### config.mk
export PLATFORM = sky130hd
export DESIGN_NAME = page_access_protection_check
export DESIGN_NICKNAME = d
export VERILOG_FILES = /design/src/verilog/prot_check_pkg.sv /design/src/verilog/page_access_protection_check.sv
export SDC_FILE = /design/constraint.sdc
export NUM_CORES = 1
export LEC_CHECK = 0
export BUFFER_PORTS_ARGS = -buffer_cell sky130_fd_sc_hd__buf_2
export CORE_AREA = 2 2 241 243
export CTS_CLUSTER_SIZE = 28
export DETAILED_ROUTE_END_ITERATION = 16
export DIE_AREA = 0 0 243 245
export MAX_ROUTING_LAYER = met4
export SYNTH_ARGS = -nofsm -noshare
export SYNTH_HDL_FRONTEND = slang
export SYNTH_SLANG_ARGS = --single-unit
### constraint.sdc
create_clock -name sys_clk -period 4.75 [get_ports sys_clk]
set_clock_uncertainty 0.2 [all_clocks]
set_input_delay 0.95 -clock sys_clk [delete_from_list [all_inputs] [get_ports sys_clk]]
set_output_delay 0.95 -clock sys_clk [all_outputs]
set_load 0.01 [all_outputs]
### src/verilog/prot_check_pkg.sv
// Constants, types and helpers of the page access protection checker
// Functional notes
// - Shadow-stack pages exist only while shadow_stack_enable is set.
// - Shadow-stack page: final entry read-only and dirty, all upper levels writable.
// - Shadow-stack access at privilege 0-2 is supervisor, at privilege 3 user.
// - user_shadow_store_op accesses are always user shadow-stack accesses.
// - Shadow-stack page user bit 0 means supervisor page, 1 means user page.
// - Matching-class shadow-stack access may read or write, despite read-only final entry.
// - Ordinary reads of shadow-stack pages pass, subject to the user/supervisor check.
// - Reject cross-class shadow-stack accesses and shadow-stack accesses to ordinary pages.
// - Ordinary writes to a shadow-stack page are rejected.
// - Rejection raises page_fault with user/write violation flags and shadow-stack flag.
// - Write-protect clear: any supervisor level makes page supervisor, writable by supervisor.
// - User page needs all levels user; writable only if all levels writable.
// - Write-protect set: supervisor page read-only if any level is read-only.
// - Write-protect set faults supervisor writes to read-only user pages; clear permits.
// - Segment checks come first; page checks are skipped on a segment violation.
// - Any violation blocks the access; segment gives protection or stack fault.
// - upper_tag_ignore_enable acts only with long mode and a 64-bit code segment.
// - Tagging with 4-level paging: data/extra references check only bits 56:48.
// - Tagging with 5-level paging: data/extra references get no canonical check.
// - Code, stack, thread-base and system-table references keep the full check.
// - Tagging makes breakpoint matching ignore bits 63:57, compare bits 56:0.
// - Privilege-3 access to a supervisor page raises page_fault.
package prot_check_pkg;

  localparam int ADDR_W = 8;
  localparam int VA_W = 64;
  localparam int PA_W = 52;
  localparam int LVLS = 5;
  localparam int NUM_BP = 4;

  localparam logic [ADDR_W-1:0] OFF_CTRL = 8'h00;
  localparam logic [ADDR_W-1:0] OFF_STATUS = 8'h04;
  localparam logic [ADDR_W-1:0] OFF_FAULTS = 8'h08;
  localparam logic [ADDR_W-1:0] OFF_BP_BASE = 8'h10;
  localparam logic [ADDR_W-1:0] OFF_BP_LAST = 8'h2c;

  localparam int CTRL_SSE_BIT = 0;
  localparam int CTRL_WP_BIT = 1;
  localparam int CTRL_LMA_BIT = 2;
  localparam int CTRL_CS64_BIT = 3;
  localparam int CTRL_LVL5_BIT = 4;
  localparam int CTRL_UAIE_BIT = 20;
  localparam logic [31:0] CTRL_RESET = 32'h0000_0000;
  localparam logic [31:0] BP_RESET = 32'h0000_0000;
  localparam logic [15:0] FAULTS_RESET = 16'h0000;

  localparam int SIGN4_BIT = 47;
  localparam int SIGN5_BIT = 56;
  localparam int TAG_LO_BIT = 57;
  localparam logic [1:0] PRIV_USER = 2'h3;

  localparam logic [1:0] RESP_OKAY = 2'h0;
  localparam logic [1:0] RESP_SLVERR = 2'h2;

  typedef enum logic [2:0] {
    ACC_FETCH, ACC_READ, ACC_WRITE, ACC_SS_READ, ACC_SS_WRITE
  } acc_type_e;

  typedef enum logic [2:0] {
    SEG_DATA, SEG_EXTRA, SEG_CODE, SEG_STACK, SEG_TBASE_A, SEG_TBASE_B,
    SEG_SYSTABLE
  } seg_e;

  typedef struct packed {
    acc_type_e acc_type;
    logic user_shadow_store_op;
    logic [1:0] current_privilege_level;
    seg_e seg;
    logic seg_violation;
    logic seg_is_stack;
    logic [VA_W-1:0] lin_addr;
    logic [PA_W-1:0] phys_addr;
    logic [LVLS-1:0] walk_used;
    logic [LVLS-1:0] walk_user;
    logic [LVLS-1:0] walk_write;
    logic final_dirty;
  } req_s;

  typedef struct packed {
    logic permit;
    logic page_fault;
    logic general_protection_fault;
    logic stack_fault;
    logic err_user_viol;
    logic err_write_viol;
    logic err_shadow;
    logic [NUM_BP-1:0] bp_hit;
    logic [PA_W-1:0] phys_addr;
  } resp_s;

  // True when bits hi..lo+1 of a all equal bit lo
  function automatic logic span_equal(input logic [VA_W-1:0] a,
                                      input int lo, input int hi);
    logic ok;
    ok = 1'b1;
    for (int i = 0; i < VA_W; i++)
    begin
      if (i > lo && i <= hi && a[i] != a[lo])
      begin
        ok = 1'b0;
      end
    end
    return ok;
  endfunction : span_equal

endpackage : prot_check_pkg

### src/verilog/page_access_protection_check.sv
// Protection check of translated accesses with an AXI4-Lite control port
//
// The AXI4-Lite register port and the address map were left to the implementer.
module page_access_protection_check
  import prot_check_pkg::*;
(
  input wire logic sys_clk,
  input wire logic rst_n,
  input wire logic req_valid,
  output logic req_ready,
  input wire prot_check_pkg::req_s req,
  output logic resp_valid,
  output prot_check_pkg::resp_s resp,
  input wire logic [prot_check_pkg::ADDR_W-1:0] s_axi_awaddr,
  input wire logic s_axi_awvalid,
  output logic s_axi_awready,
  input wire logic [31:0] s_axi_wdata,
  input wire logic [3:0] s_axi_wstrb,
  input wire logic s_axi_wvalid,
  output logic s_axi_wready,
  output logic [1:0] s_axi_bresp,
  output logic s_axi_bvalid,
  input wire logic s_axi_bready,
  input wire logic [prot_check_pkg::ADDR_W-1:0] s_axi_araddr,
  input wire logic s_axi_arvalid,
  output logic s_axi_arready,
  output logic [31:0] s_axi_rdata,
  output logic [1:0] s_axi_rresp,
  output logic s_axi_rvalid,
  input wire logic s_axi_rready
);
  import prot_check_pkg::*;

  // Register map: ctrl, fault counter, breakpoint words (low, high)
  logic [31:0] ctrl_q;
  logic [15:0] faults_q;
  logic [31:0] bp_word_q [2*NUM_BP];

  function automatic logic is_bp_addr(input logic [ADDR_W-1:0] a);
    return a >= OFF_BP_BASE && a <= OFF_BP_LAST && a[1:0] == 2'h0;
  endfunction : is_bp_addr

  function automatic logic [2:0] bp_index(input logic [ADDR_W-1:0] a);
    logic [ADDR_W-1:0] d;
    d = a - OFF_BP_BASE;
    return d[4:2];
  endfunction : bp_index

  function automatic logic [31:0] merge(input logic [31:0] old,
                                        input logic [31:0] data,
                                        input logic [3:0] strb);
    logic [31:0] r;
    r = old;
    for (int b = 0; b < 4; b++)
    begin
      if (strb[b])
      begin
        r[8*b +: 8] = data[8*b +: 8];
      end
    end
    return r;
  endfunction : merge

  // Control bits
  wire sse = ctrl_q[CTRL_SSE_BIT];
  wire wp = ctrl_q[CTRL_WP_BIT];
  wire lma = ctrl_q[CTRL_LMA_BIT];
  wire cs64 = ctrl_q[CTRL_CS64_BIT];
  wire lvl5 = ctrl_q[CTRL_LVL5_BIT];
  wire uaie = ctrl_q[CTRL_UAIE_BIT];
  wire tag_active = uaie & lma & cs64;

  // Access classification
  wire accept = req_valid & req_ready;
  wire is_ss = req.acc_type == ACC_SS_READ || req.acc_type == ACC_SS_WRITE;
  wire is_write = req.acc_type == ACC_WRITE || req.acc_type == ACC_SS_WRITE;
  wire is_data = req.acc_type != ACC_FETCH;
  wire cpl_user = req.current_privilege_level == PRIV_USER;
  wire ss_user_acc = req.user_shadow_store_op | cpl_user;

  // Unused levels (short walks) count as user and writable
  wire [LVLS-1:0] lvl_user = req.walk_user | ~req.walk_used;
  wire [LVLS-1:0] lvl_write = req.walk_write | ~req.walk_used;
  wire page_user = &lvl_user;
  wire page_writable = &lvl_write;
  wire ss_page = sse & ~lvl_write[0] & req.final_dirty &
                 (&lvl_write[LVLS-1:1]);
  wire ss_class_match = ss_user_acc == page_user;

  // Canonical check, relaxed for tagged data/extra references
  wire de_seg = req.seg == SEG_DATA || req.seg == SEG_EXTRA;
  wire relax = tag_active & de_seg;
  wire canon4_full = span_equal(req.lin_addr, SIGN4_BIT, VA_W - 1);
  wire canon4_tag = span_equal(req.lin_addr, SIGN4_BIT, TAG_LO_BIT - 1);
  wire canon5_full = span_equal(req.lin_addr, SIGN5_BIT, VA_W - 1);
  wire canon_ok = lvl5 ? (relax | canon5_full)
                       : (relax ? canon4_tag : canon4_full);

  // Segment stage, evaluated first
  wire seg_fail = req.seg_violation | ~canon_ok;
  wire seg_stack = req.seg_is_stack | req.seg == SEG_STACK;

  // Page stage for ordinary accesses
  wire nss_us_viol = cpl_user & ~page_user;
  wire nss_ro_viol = ~page_writable & (cpl_user | wp);
  wire nss_rw_viol = is_write & (ss_page | nss_ro_viol);

  // Page stage for shadow-stack accesses
  wire ss_us_viol = ss_page & ~ss_class_match;
  wire ss_rw_viol = ~ss_page;

  wire pg_us_viol = is_ss ? ss_us_viol : nss_us_viol;
  wire pg_rw_viol = is_ss ? ss_rw_viol : nss_rw_viol;
  wire pg_fail = pg_us_viol | pg_rw_viol;

  // Data breakpoint match, tag bits ignored while tagging is active
  logic [NUM_BP-1:0] bp_match;
  genvar g;
  generate
    for (g = 0; g < NUM_BP; g++)
    begin : g_bp
      wire [VA_W-1:0] bp_addr = {bp_word_q[2*g+1], bp_word_q[2*g]};
      wire hi_eq = bp_addr[VA_W-1:TAG_LO_BIT] ==
                   req.lin_addr[VA_W-1:TAG_LO_BIT];
      wire lo_eq = bp_addr[TAG_LO_BIT-1:0] ==
                   req.lin_addr[TAG_LO_BIT-1:0];
      assign bp_match[g] = is_data & lo_eq & (hi_eq | tag_active);
    end
  endgenerate

  // Decision assembled with the translation result
  resp_s resp_d;
  always_comb
  begin
    resp_d = '0;
    resp_d.phys_addr = req.phys_addr;
    resp_d.bp_hit = bp_match;
    if (seg_fail)
    begin
      resp_d.general_protection_fault = ~seg_stack;
      resp_d.stack_fault = seg_stack;
    end
    else if (pg_fail)
    begin
      resp_d.page_fault = 1'b1;
      resp_d.err_user_viol = pg_us_viol;
      resp_d.err_write_viol = pg_rw_viol;
      resp_d.err_shadow = is_ss;
    end
    else
    begin
      resp_d.permit = 1'b1;
    end
  end

  // One decision per access; the requester holds its request meanwhile
  assign req_ready = ~resp_valid;

  always_ff @(posedge sys_clk)
  begin
    if (!rst_n)
    begin
      resp_valid <= 1'b0;
      resp <= '0;
    end
    else
    begin
      resp_valid <= accept;
      if (accept)
      begin
        resp <= resp_d;
      end
    end
  end

  // AXI4-Lite write path: address and data taken in either order
  logic aw_full_q;
  logic w_full_q;
  logic [ADDR_W-1:0] aw_addr_q;
  logic [31:0] w_data_q;
  logic [3:0] w_strb_q;
  wire do_write = aw_full_q & w_full_q & ~s_axi_bvalid;
  wire wr_ctrl = aw_addr_q == OFF_CTRL;
  wire wr_bp = is_bp_addr(aw_addr_q);
  wire wr_ro = aw_addr_q == OFF_STATUS || aw_addr_q == OFF_FAULTS;
  wire wr_ok = wr_ctrl | wr_bp | wr_ro;
  assign s_axi_awready = ~aw_full_q;
  assign s_axi_wready = ~w_full_q;

  always_ff @(posedge sys_clk)
  begin
    if (!rst_n)
    begin
      aw_full_q <= 1'b0;
      w_full_q <= 1'b0;
      aw_addr_q <= '0;
      w_data_q <= '0;
      w_strb_q <= '0;
      s_axi_bvalid <= 1'b0;
      s_axi_bresp <= RESP_OKAY;
    end
    else
    begin
      if (s_axi_awvalid && s_axi_awready)
      begin
        aw_full_q <= 1'b1;
        aw_addr_q <= s_axi_awaddr;
      end
      if (s_axi_wvalid && s_axi_wready)
      begin
        w_full_q <= 1'b1;
        w_data_q <= s_axi_wdata;
        w_strb_q <= s_axi_wstrb;
      end
      if (do_write)
      begin
        aw_full_q <= 1'b0;
        w_full_q <= 1'b0;
        s_axi_bvalid <= 1'b1;
        s_axi_bresp <= wr_ok ? RESP_OKAY : RESP_SLVERR;
      end
      else if (s_axi_bready)
      begin
        s_axi_bvalid <= 1'b0;
      end
    end
  end

  always_ff @(posedge sys_clk)
  begin
    if (!rst_n)
    begin
      ctrl_q <= CTRL_RESET;
      for (int i = 0; i < 2 * NUM_BP; i++)
      begin
        bp_word_q[i] <= BP_RESET;
      end
    end
    else if (do_write)
    begin
      if (wr_ctrl)
      begin
        ctrl_q <= merge(ctrl_q, w_data_q, w_strb_q);
      end
      if (wr_bp)
      begin
        bp_word_q[bp_index(aw_addr_q)] <=
          merge(bp_word_q[bp_index(aw_addr_q)], w_data_q, w_strb_q);
      end
    end
  end

  // Saturating count of rejected accesses
  wire fault_event = accept & ~resp_d.permit;
  always_ff @(posedge sys_clk)
  begin
    if (!rst_n)
    begin
      faults_q <= FAULTS_RESET;
    end
    else if (fault_event && faults_q != 16'hffff)
    begin
      faults_q <= faults_q + 16'h0001;
    end
  end

  // AXI4-Lite read path
  wire rd_bp = is_bp_addr(s_axi_araddr);
  logic [31:0] rd_word;
  logic rd_ok;
  always_comb
  begin
    rd_word = 32'h0000_0000;
    rd_ok = 1'b1;
    if (s_axi_araddr == OFF_CTRL)
    begin
      rd_word = ctrl_q;
    end
    else if (s_axi_araddr == OFF_STATUS)
    begin
      rd_word = {30'h0000_0000, resp_valid, tag_active};
    end
    else if (s_axi_araddr == OFF_FAULTS)
    begin
      rd_word = {16'h0000, faults_q};
    end
    else if (rd_bp)
    begin
      rd_word = bp_word_q[bp_index(s_axi_araddr)];
    end
    else
    begin
      rd_ok = 1'b0;
    end
  end

  assign s_axi_arready = ~s_axi_rvalid;

  always_ff @(posedge sys_clk)
  begin
    if (!rst_n)
    begin
      s_axi_rvalid <= 1'b0;
      s_axi_rdata <= 32'h0000_0000;
      s_axi_rresp <= RESP_OKAY;
    end
    else if (s_axi_arvalid && s_axi_arready)
    begin
      s_axi_rvalid <= 1'b1;
      s_axi_rdata <= rd_word;
      s_axi_rresp <= rd_ok ? RESP_OKAY : RESP_SLVERR;
    end
    else if (s_axi_rready)
    begin
      s_axi_rvalid <= 1'b0;
    end
  end

  // Checks
  property p_no_ss_pages_when_disabled;
    @(posedge sys_clk) disable iff (!rst_n)
    accept && !sse && is_ss && !seg_fail |=> resp.page_fault && resp.err_shadow;
  endproperty
  a_no_ss_pages_when_disabled: assert property (p_no_ss_pages_when_disabled)
    else $error("shadow access passed with shadow stacks disabled");

  property p_ordinary_write_ss_page;
    @(posedge sys_clk) disable iff (!rst_n)
    accept && ss_page && req.acc_type == ACC_WRITE && !seg_fail
    |=> resp.page_fault && resp.err_write_viol && !resp.err_shadow;
  endproperty
  a_ordinary_write_ss_page: assert property (p_ordinary_write_ss_page)
    else $error("ordinary write to shadow page not rejected");

  property p_ss_match_permits;
    @(posedge sys_clk) disable iff (!rst_n)
    accept && is_ss && ss_page && ss_class_match && !seg_fail |=> resp.permit;
  endproperty
  a_ss_match_permits: assert property (p_ss_match_permits)
    else $error("matching shadow access was refused");

  property p_user_to_supervisor;
    @(posedge sys_clk) disable iff (!rst_n)
    accept && !is_ss && cpl_user && !page_user && !seg_fail
    |=> resp.page_fault && resp.err_user_viol;
  endproperty
  a_user_to_supervisor: assert property (p_user_to_supervisor)
    else $error("user access to supervisor page not faulted");

  property p_wp_user_ro;
    @(posedge sys_clk) disable iff (!rst_n)
    accept && req.acc_type == ACC_WRITE && !cpl_user && page_user &&
    !page_writable && !ss_page && !seg_fail
    |=> resp.page_fault == $past(wp);
  endproperty
  a_wp_user_ro: assert property (p_wp_user_ro)
    else $error("supervisor write to read-only user page mishandled");

  property p_segment_first;
    @(posedge sys_clk) disable iff (!rst_n)
    accept && req.seg_violation
    |=> !resp.page_fault && !resp.permit &&
        (resp.general_protection_fault || resp.stack_fault);
  endproperty
  a_segment_first: assert property (p_segment_first)
    else $error("page check not skipped after segment violation");

  property p_permit_exclusive;
    @(posedge sys_clk) disable iff (!rst_n)
    resp_valid |-> resp.permit ^ (resp.page_fault ||
      resp.general_protection_fault || resp.stack_fault);
  endproperty
  a_permit_exclusive: assert property (p_permit_exclusive)
    else $error("permit and fault not exclusive");

  property p_decision_next;
    @(posedge sys_clk) disable iff (!rst_n)
    accept |=> resp_valid && resp.phys_addr == $past(req.phys_addr) ##1
               !resp_valid;
  endproperty
  a_decision_next: assert property (p_decision_next)
    else $error("decision not returned one cycle after the request");

  property p_tag5_no_canon;
    @(posedge sys_clk) disable iff (!rst_n)
    accept && tag_active && lvl5 && de_seg && !req.seg_violation
    |=> !resp.general_protection_fault && !resp.stack_fault;
  endproperty
  a_tag5_no_canon: assert property (p_tag5_no_canon)
    else $error("canonical fault on tagged 5-level data reference");

  property p_full_canon_kept;
    @(posedge sys_clk) disable iff (!rst_n)
    accept && !lvl5 && !de_seg && !canon4_full
    |=> resp.general_protection_fault || resp.stack_fault;
  endproperty
  a_full_canon_kept: assert property (p_full_canon_kept)
    else $error("non-canonical code or stack reference passed");

endmodule : page_access_protection_check

==> impl_metrics.py <==
metrics = {
    "global_routing": {
        "grt_max_degree": 98,
        "grt_pass1_vias": 17966,
        "grt_overflow": 0,
        "grt_pass1_wl_mm": 128,
        "antenna_found_initial": 4,
        "grt.total_usage_pct": 31.1,
    },
    "synthesis": {
        "yosys_warnings": 0,
        "yosysSeqAreaShare_pct": 51.2,
        "synth_most_common_cell": "nand2_1",
        "synth_top_area_share_pct": 34.0,
        "synth_cell_type_count": 70,
        "synth_edf_count": 256,
        "ys_top_cells_by_count": "nand2_1 (267), and2_1 (264), edfxtp_1 (256)",
        "synth-seq-cells": 450,
        "syn_area_per_cell_um2": 10.3,
        "synth_area_leaders": "edfxtp_1 (34%), dfxtp_1 (17%), and2_1 (7.3%)",
        "synth_ff_type": "edfxtp_1",
        "yosys.area.top_type": "edfxtp_1",
        "synthArstFlopShare_pct": 0,
        "postSynthCellCount": 2193,
        "synth_area_um2": 22600,
    },
    "routing": {
        "first_pass_iters": 6,
        "routedWlPerCell_um": 28.2,
        "num_vias": 18769,
        "drc": 0,
        "final_antenna_net_count": 0,
        "viasPerCell": 5.73,
        "drtIter0Drc": 2004,
        "totalWireLength_mm": 92.4,
    },
    "floorplan": {
        "die_x_um": 243,
        "fp.coreArea_um2": 57000,
        "num_io_pins": 309,
        "dieArea_um2": 59500,
        "rows": 88,
        "start_util_pct": 39.6,
        "die_y_um": 245,
    },
    "place": {
        "post-place-ws_ns": 1.23,
        "io_buffers": 306,
        "globalplace.congestion": 1.08,
        "dp_hpwl_mm": 72.0,
        "place_area_um2": 24900,
    },
    "timing": {
        "fin_tns_setup_ns": 0,
        "fmax_mhz": 302,
        "setup_violations": 0,
        "relSlewSlack_pct": 17.2,
        "rsz0062_at_grt": "false",
        "worst_pin_slew_ns": 1.23,
        "fin_ws_ns": 1.44,
        "hold_viol": 0,
        "period_share_pct": 69.7,
        "period_needed_ns": 3.31,
        "holdWs_ns": 0.250,
        "drv_slew": 0,
    },
    "status": {
        "status": "finished, final reports clean",
    },
    "setup_path": {
        "criticalPathCategory": "flip-flop to flip-flop",
        "cp.required_ns": 4.77,
        "cp.arrival_ns": 3.33,
        "crit_fanout": 16,
        "critPathLaunchType": "flip-flop",
        "setup.worst_path.end_class": "flip-flop",
    },
    "layout": {
        "area_delta_synth_final_pct": 17.4,
        "final_area_um2": 26500,
        "drive_gt1_share_pct": 20.4,
        "layout.nets": 2666,
        "fillers": 5517,
    },
    "pwr": {
        "vdd_drop_max_v": 0.000230,
        "power.density_nw_per_um2": 358,
        "p_leak_nw": 10.3,
    },
    "clocking": {
        "cts-root-buf": "clkbuf_16",
        "cts_buffers": 51,
        "cts_sinks": 450,
        "cts.clk_slew.worst_paths_ns": 0.06,
        "cts_resized": 0,
        "max-clock-path-buffers": 3,
        "cts_setup_buffers": 0,
        "insertion_delay_ns": 0.62,
        "cts_hold_buf": 0,
        "cts_max_level": 2,
        "cts_tree": "yes",
    },
    "run": {
        "cap_violations": 0,
    },
    "hold_path": {
        "min_path_type": "flip-flop to flip-flop",
    },
}
routing by layer:
| layer | share of wire (%) | wire (um) | up-vias | global-route usage, % |
|---|---|---|---|---|
| li1 | - | - | 8342 | - |
| met1 | 41 | 37900 | 9256 | 40.3 |
| met2 | 45 | 42000 | 965 | 47.5 |
| met3 | 8.7 | 8040 | 206 | 6.47 |
| met4 | 4.8 | 4410 | 0 | 13.2 |
| met5 | 0 | 0 | - | - |
path summary, 6_finish.rpt:
| kind | from | end | slack (ns) | depth (start not counted) |
|---|---|---|---|---|
| worst min-delay path | resp[57] | resp[57] | 0.25 | 2 |
| worst max-delay path | w_full_q | bp_word_q[2][5] | 1.44 | 6 |
| worst min register to register | resp[57] | resp[57] | 0.25 | 2 |
| worst max register to register | w_full_q | bp_word_q[2][5] | 1.44 | 6 |
placed cells by master (no fill, tap or decap), drive strengths merged, types with 65 or more instances in the layout:
cell type / count
xnor2: 65
clkbuf: 71
dfxtp: 194
nand2: 271
and2: 264
xor2: 141
o21ai: 79
edfxtp: 256
a21oi: 197
nor2: 86
buf: 347
where the power goes:
| part | leakage [nW] | internal (mW) | switching (mW) | total (mW) |
|---|---|---|---|---|
| Combinational | 5.27 | 0.367 | 0.673 | 1.04 |
| Sequential | 4.22 | 4.26 | 0.214 | 4.48 |
| Clock | 0.812 | 2.29 | 1.68 | 3.97 |
cell families after synthesis:
family / after synthesis / share of synthesized area [%]
buf+inv: 192 / 3.50
compound gates: 413 / 11.1
flops: 450 / 51.2
simple gates: 835 / 19.5
fa+ha+maj: 1 / 0.0554
other cells: 1 / 0.0166
mux: 95 / 6.64
xor+xnor: 206 / 7.98
cell type report:
class                           count  area, um2  share of cell area (%)
Sequential cell                   450      11600                    43.6
Timing Repair Buffer              347       1840                    6.95
Tap cell                          765        957                    3.61
Clock buffer                       71       1390                    5.25
Clock inverter                     25        267                    1.00
Antenna cell                        4       10.0                  0.0377
Multi-Input combinational cell   1552      10300                    38.7
Inverter                           60        228                   0.858
sequential cells by signal, indices dropped and copies added, names as in the netlist:
register      flops
bp_word_q       256
resp             63
ctrl_q           32
s_axi_rdata      32
w_data_q         32
faults_q         16
aw_addr_q         8
w_strb_q          4
aw_full_q         1
resp_valid        1
s_axi_bresp       1
s_axi_bvalid      1
s_axi_rresp       1
s_axi_rvalid      1
w_full_q          1
metrics by stage:
stage	cells	power (mW)	utilization (%)
2_1_floorplan	2194	5.00	-
3_3_place_gp	3174	5.56	43.6
3_5_place_dp	3174	5.57	43.6
4_1_cts	3270	9.49	46.5
5_1_grt	3273	9.73	46.5
6_report	3274	9.49	46.5
critical path, stage by stage (launching register included):
cell and delay (ns):
dfxtp_1 0.36, inv_2 0.05, or3_1 0.53, nor4_4 0.29
buf_4 0.28, nand2_4 0.20, o21ai_0 0.98
Note: power is estimated with default switching activity, not from simulation.
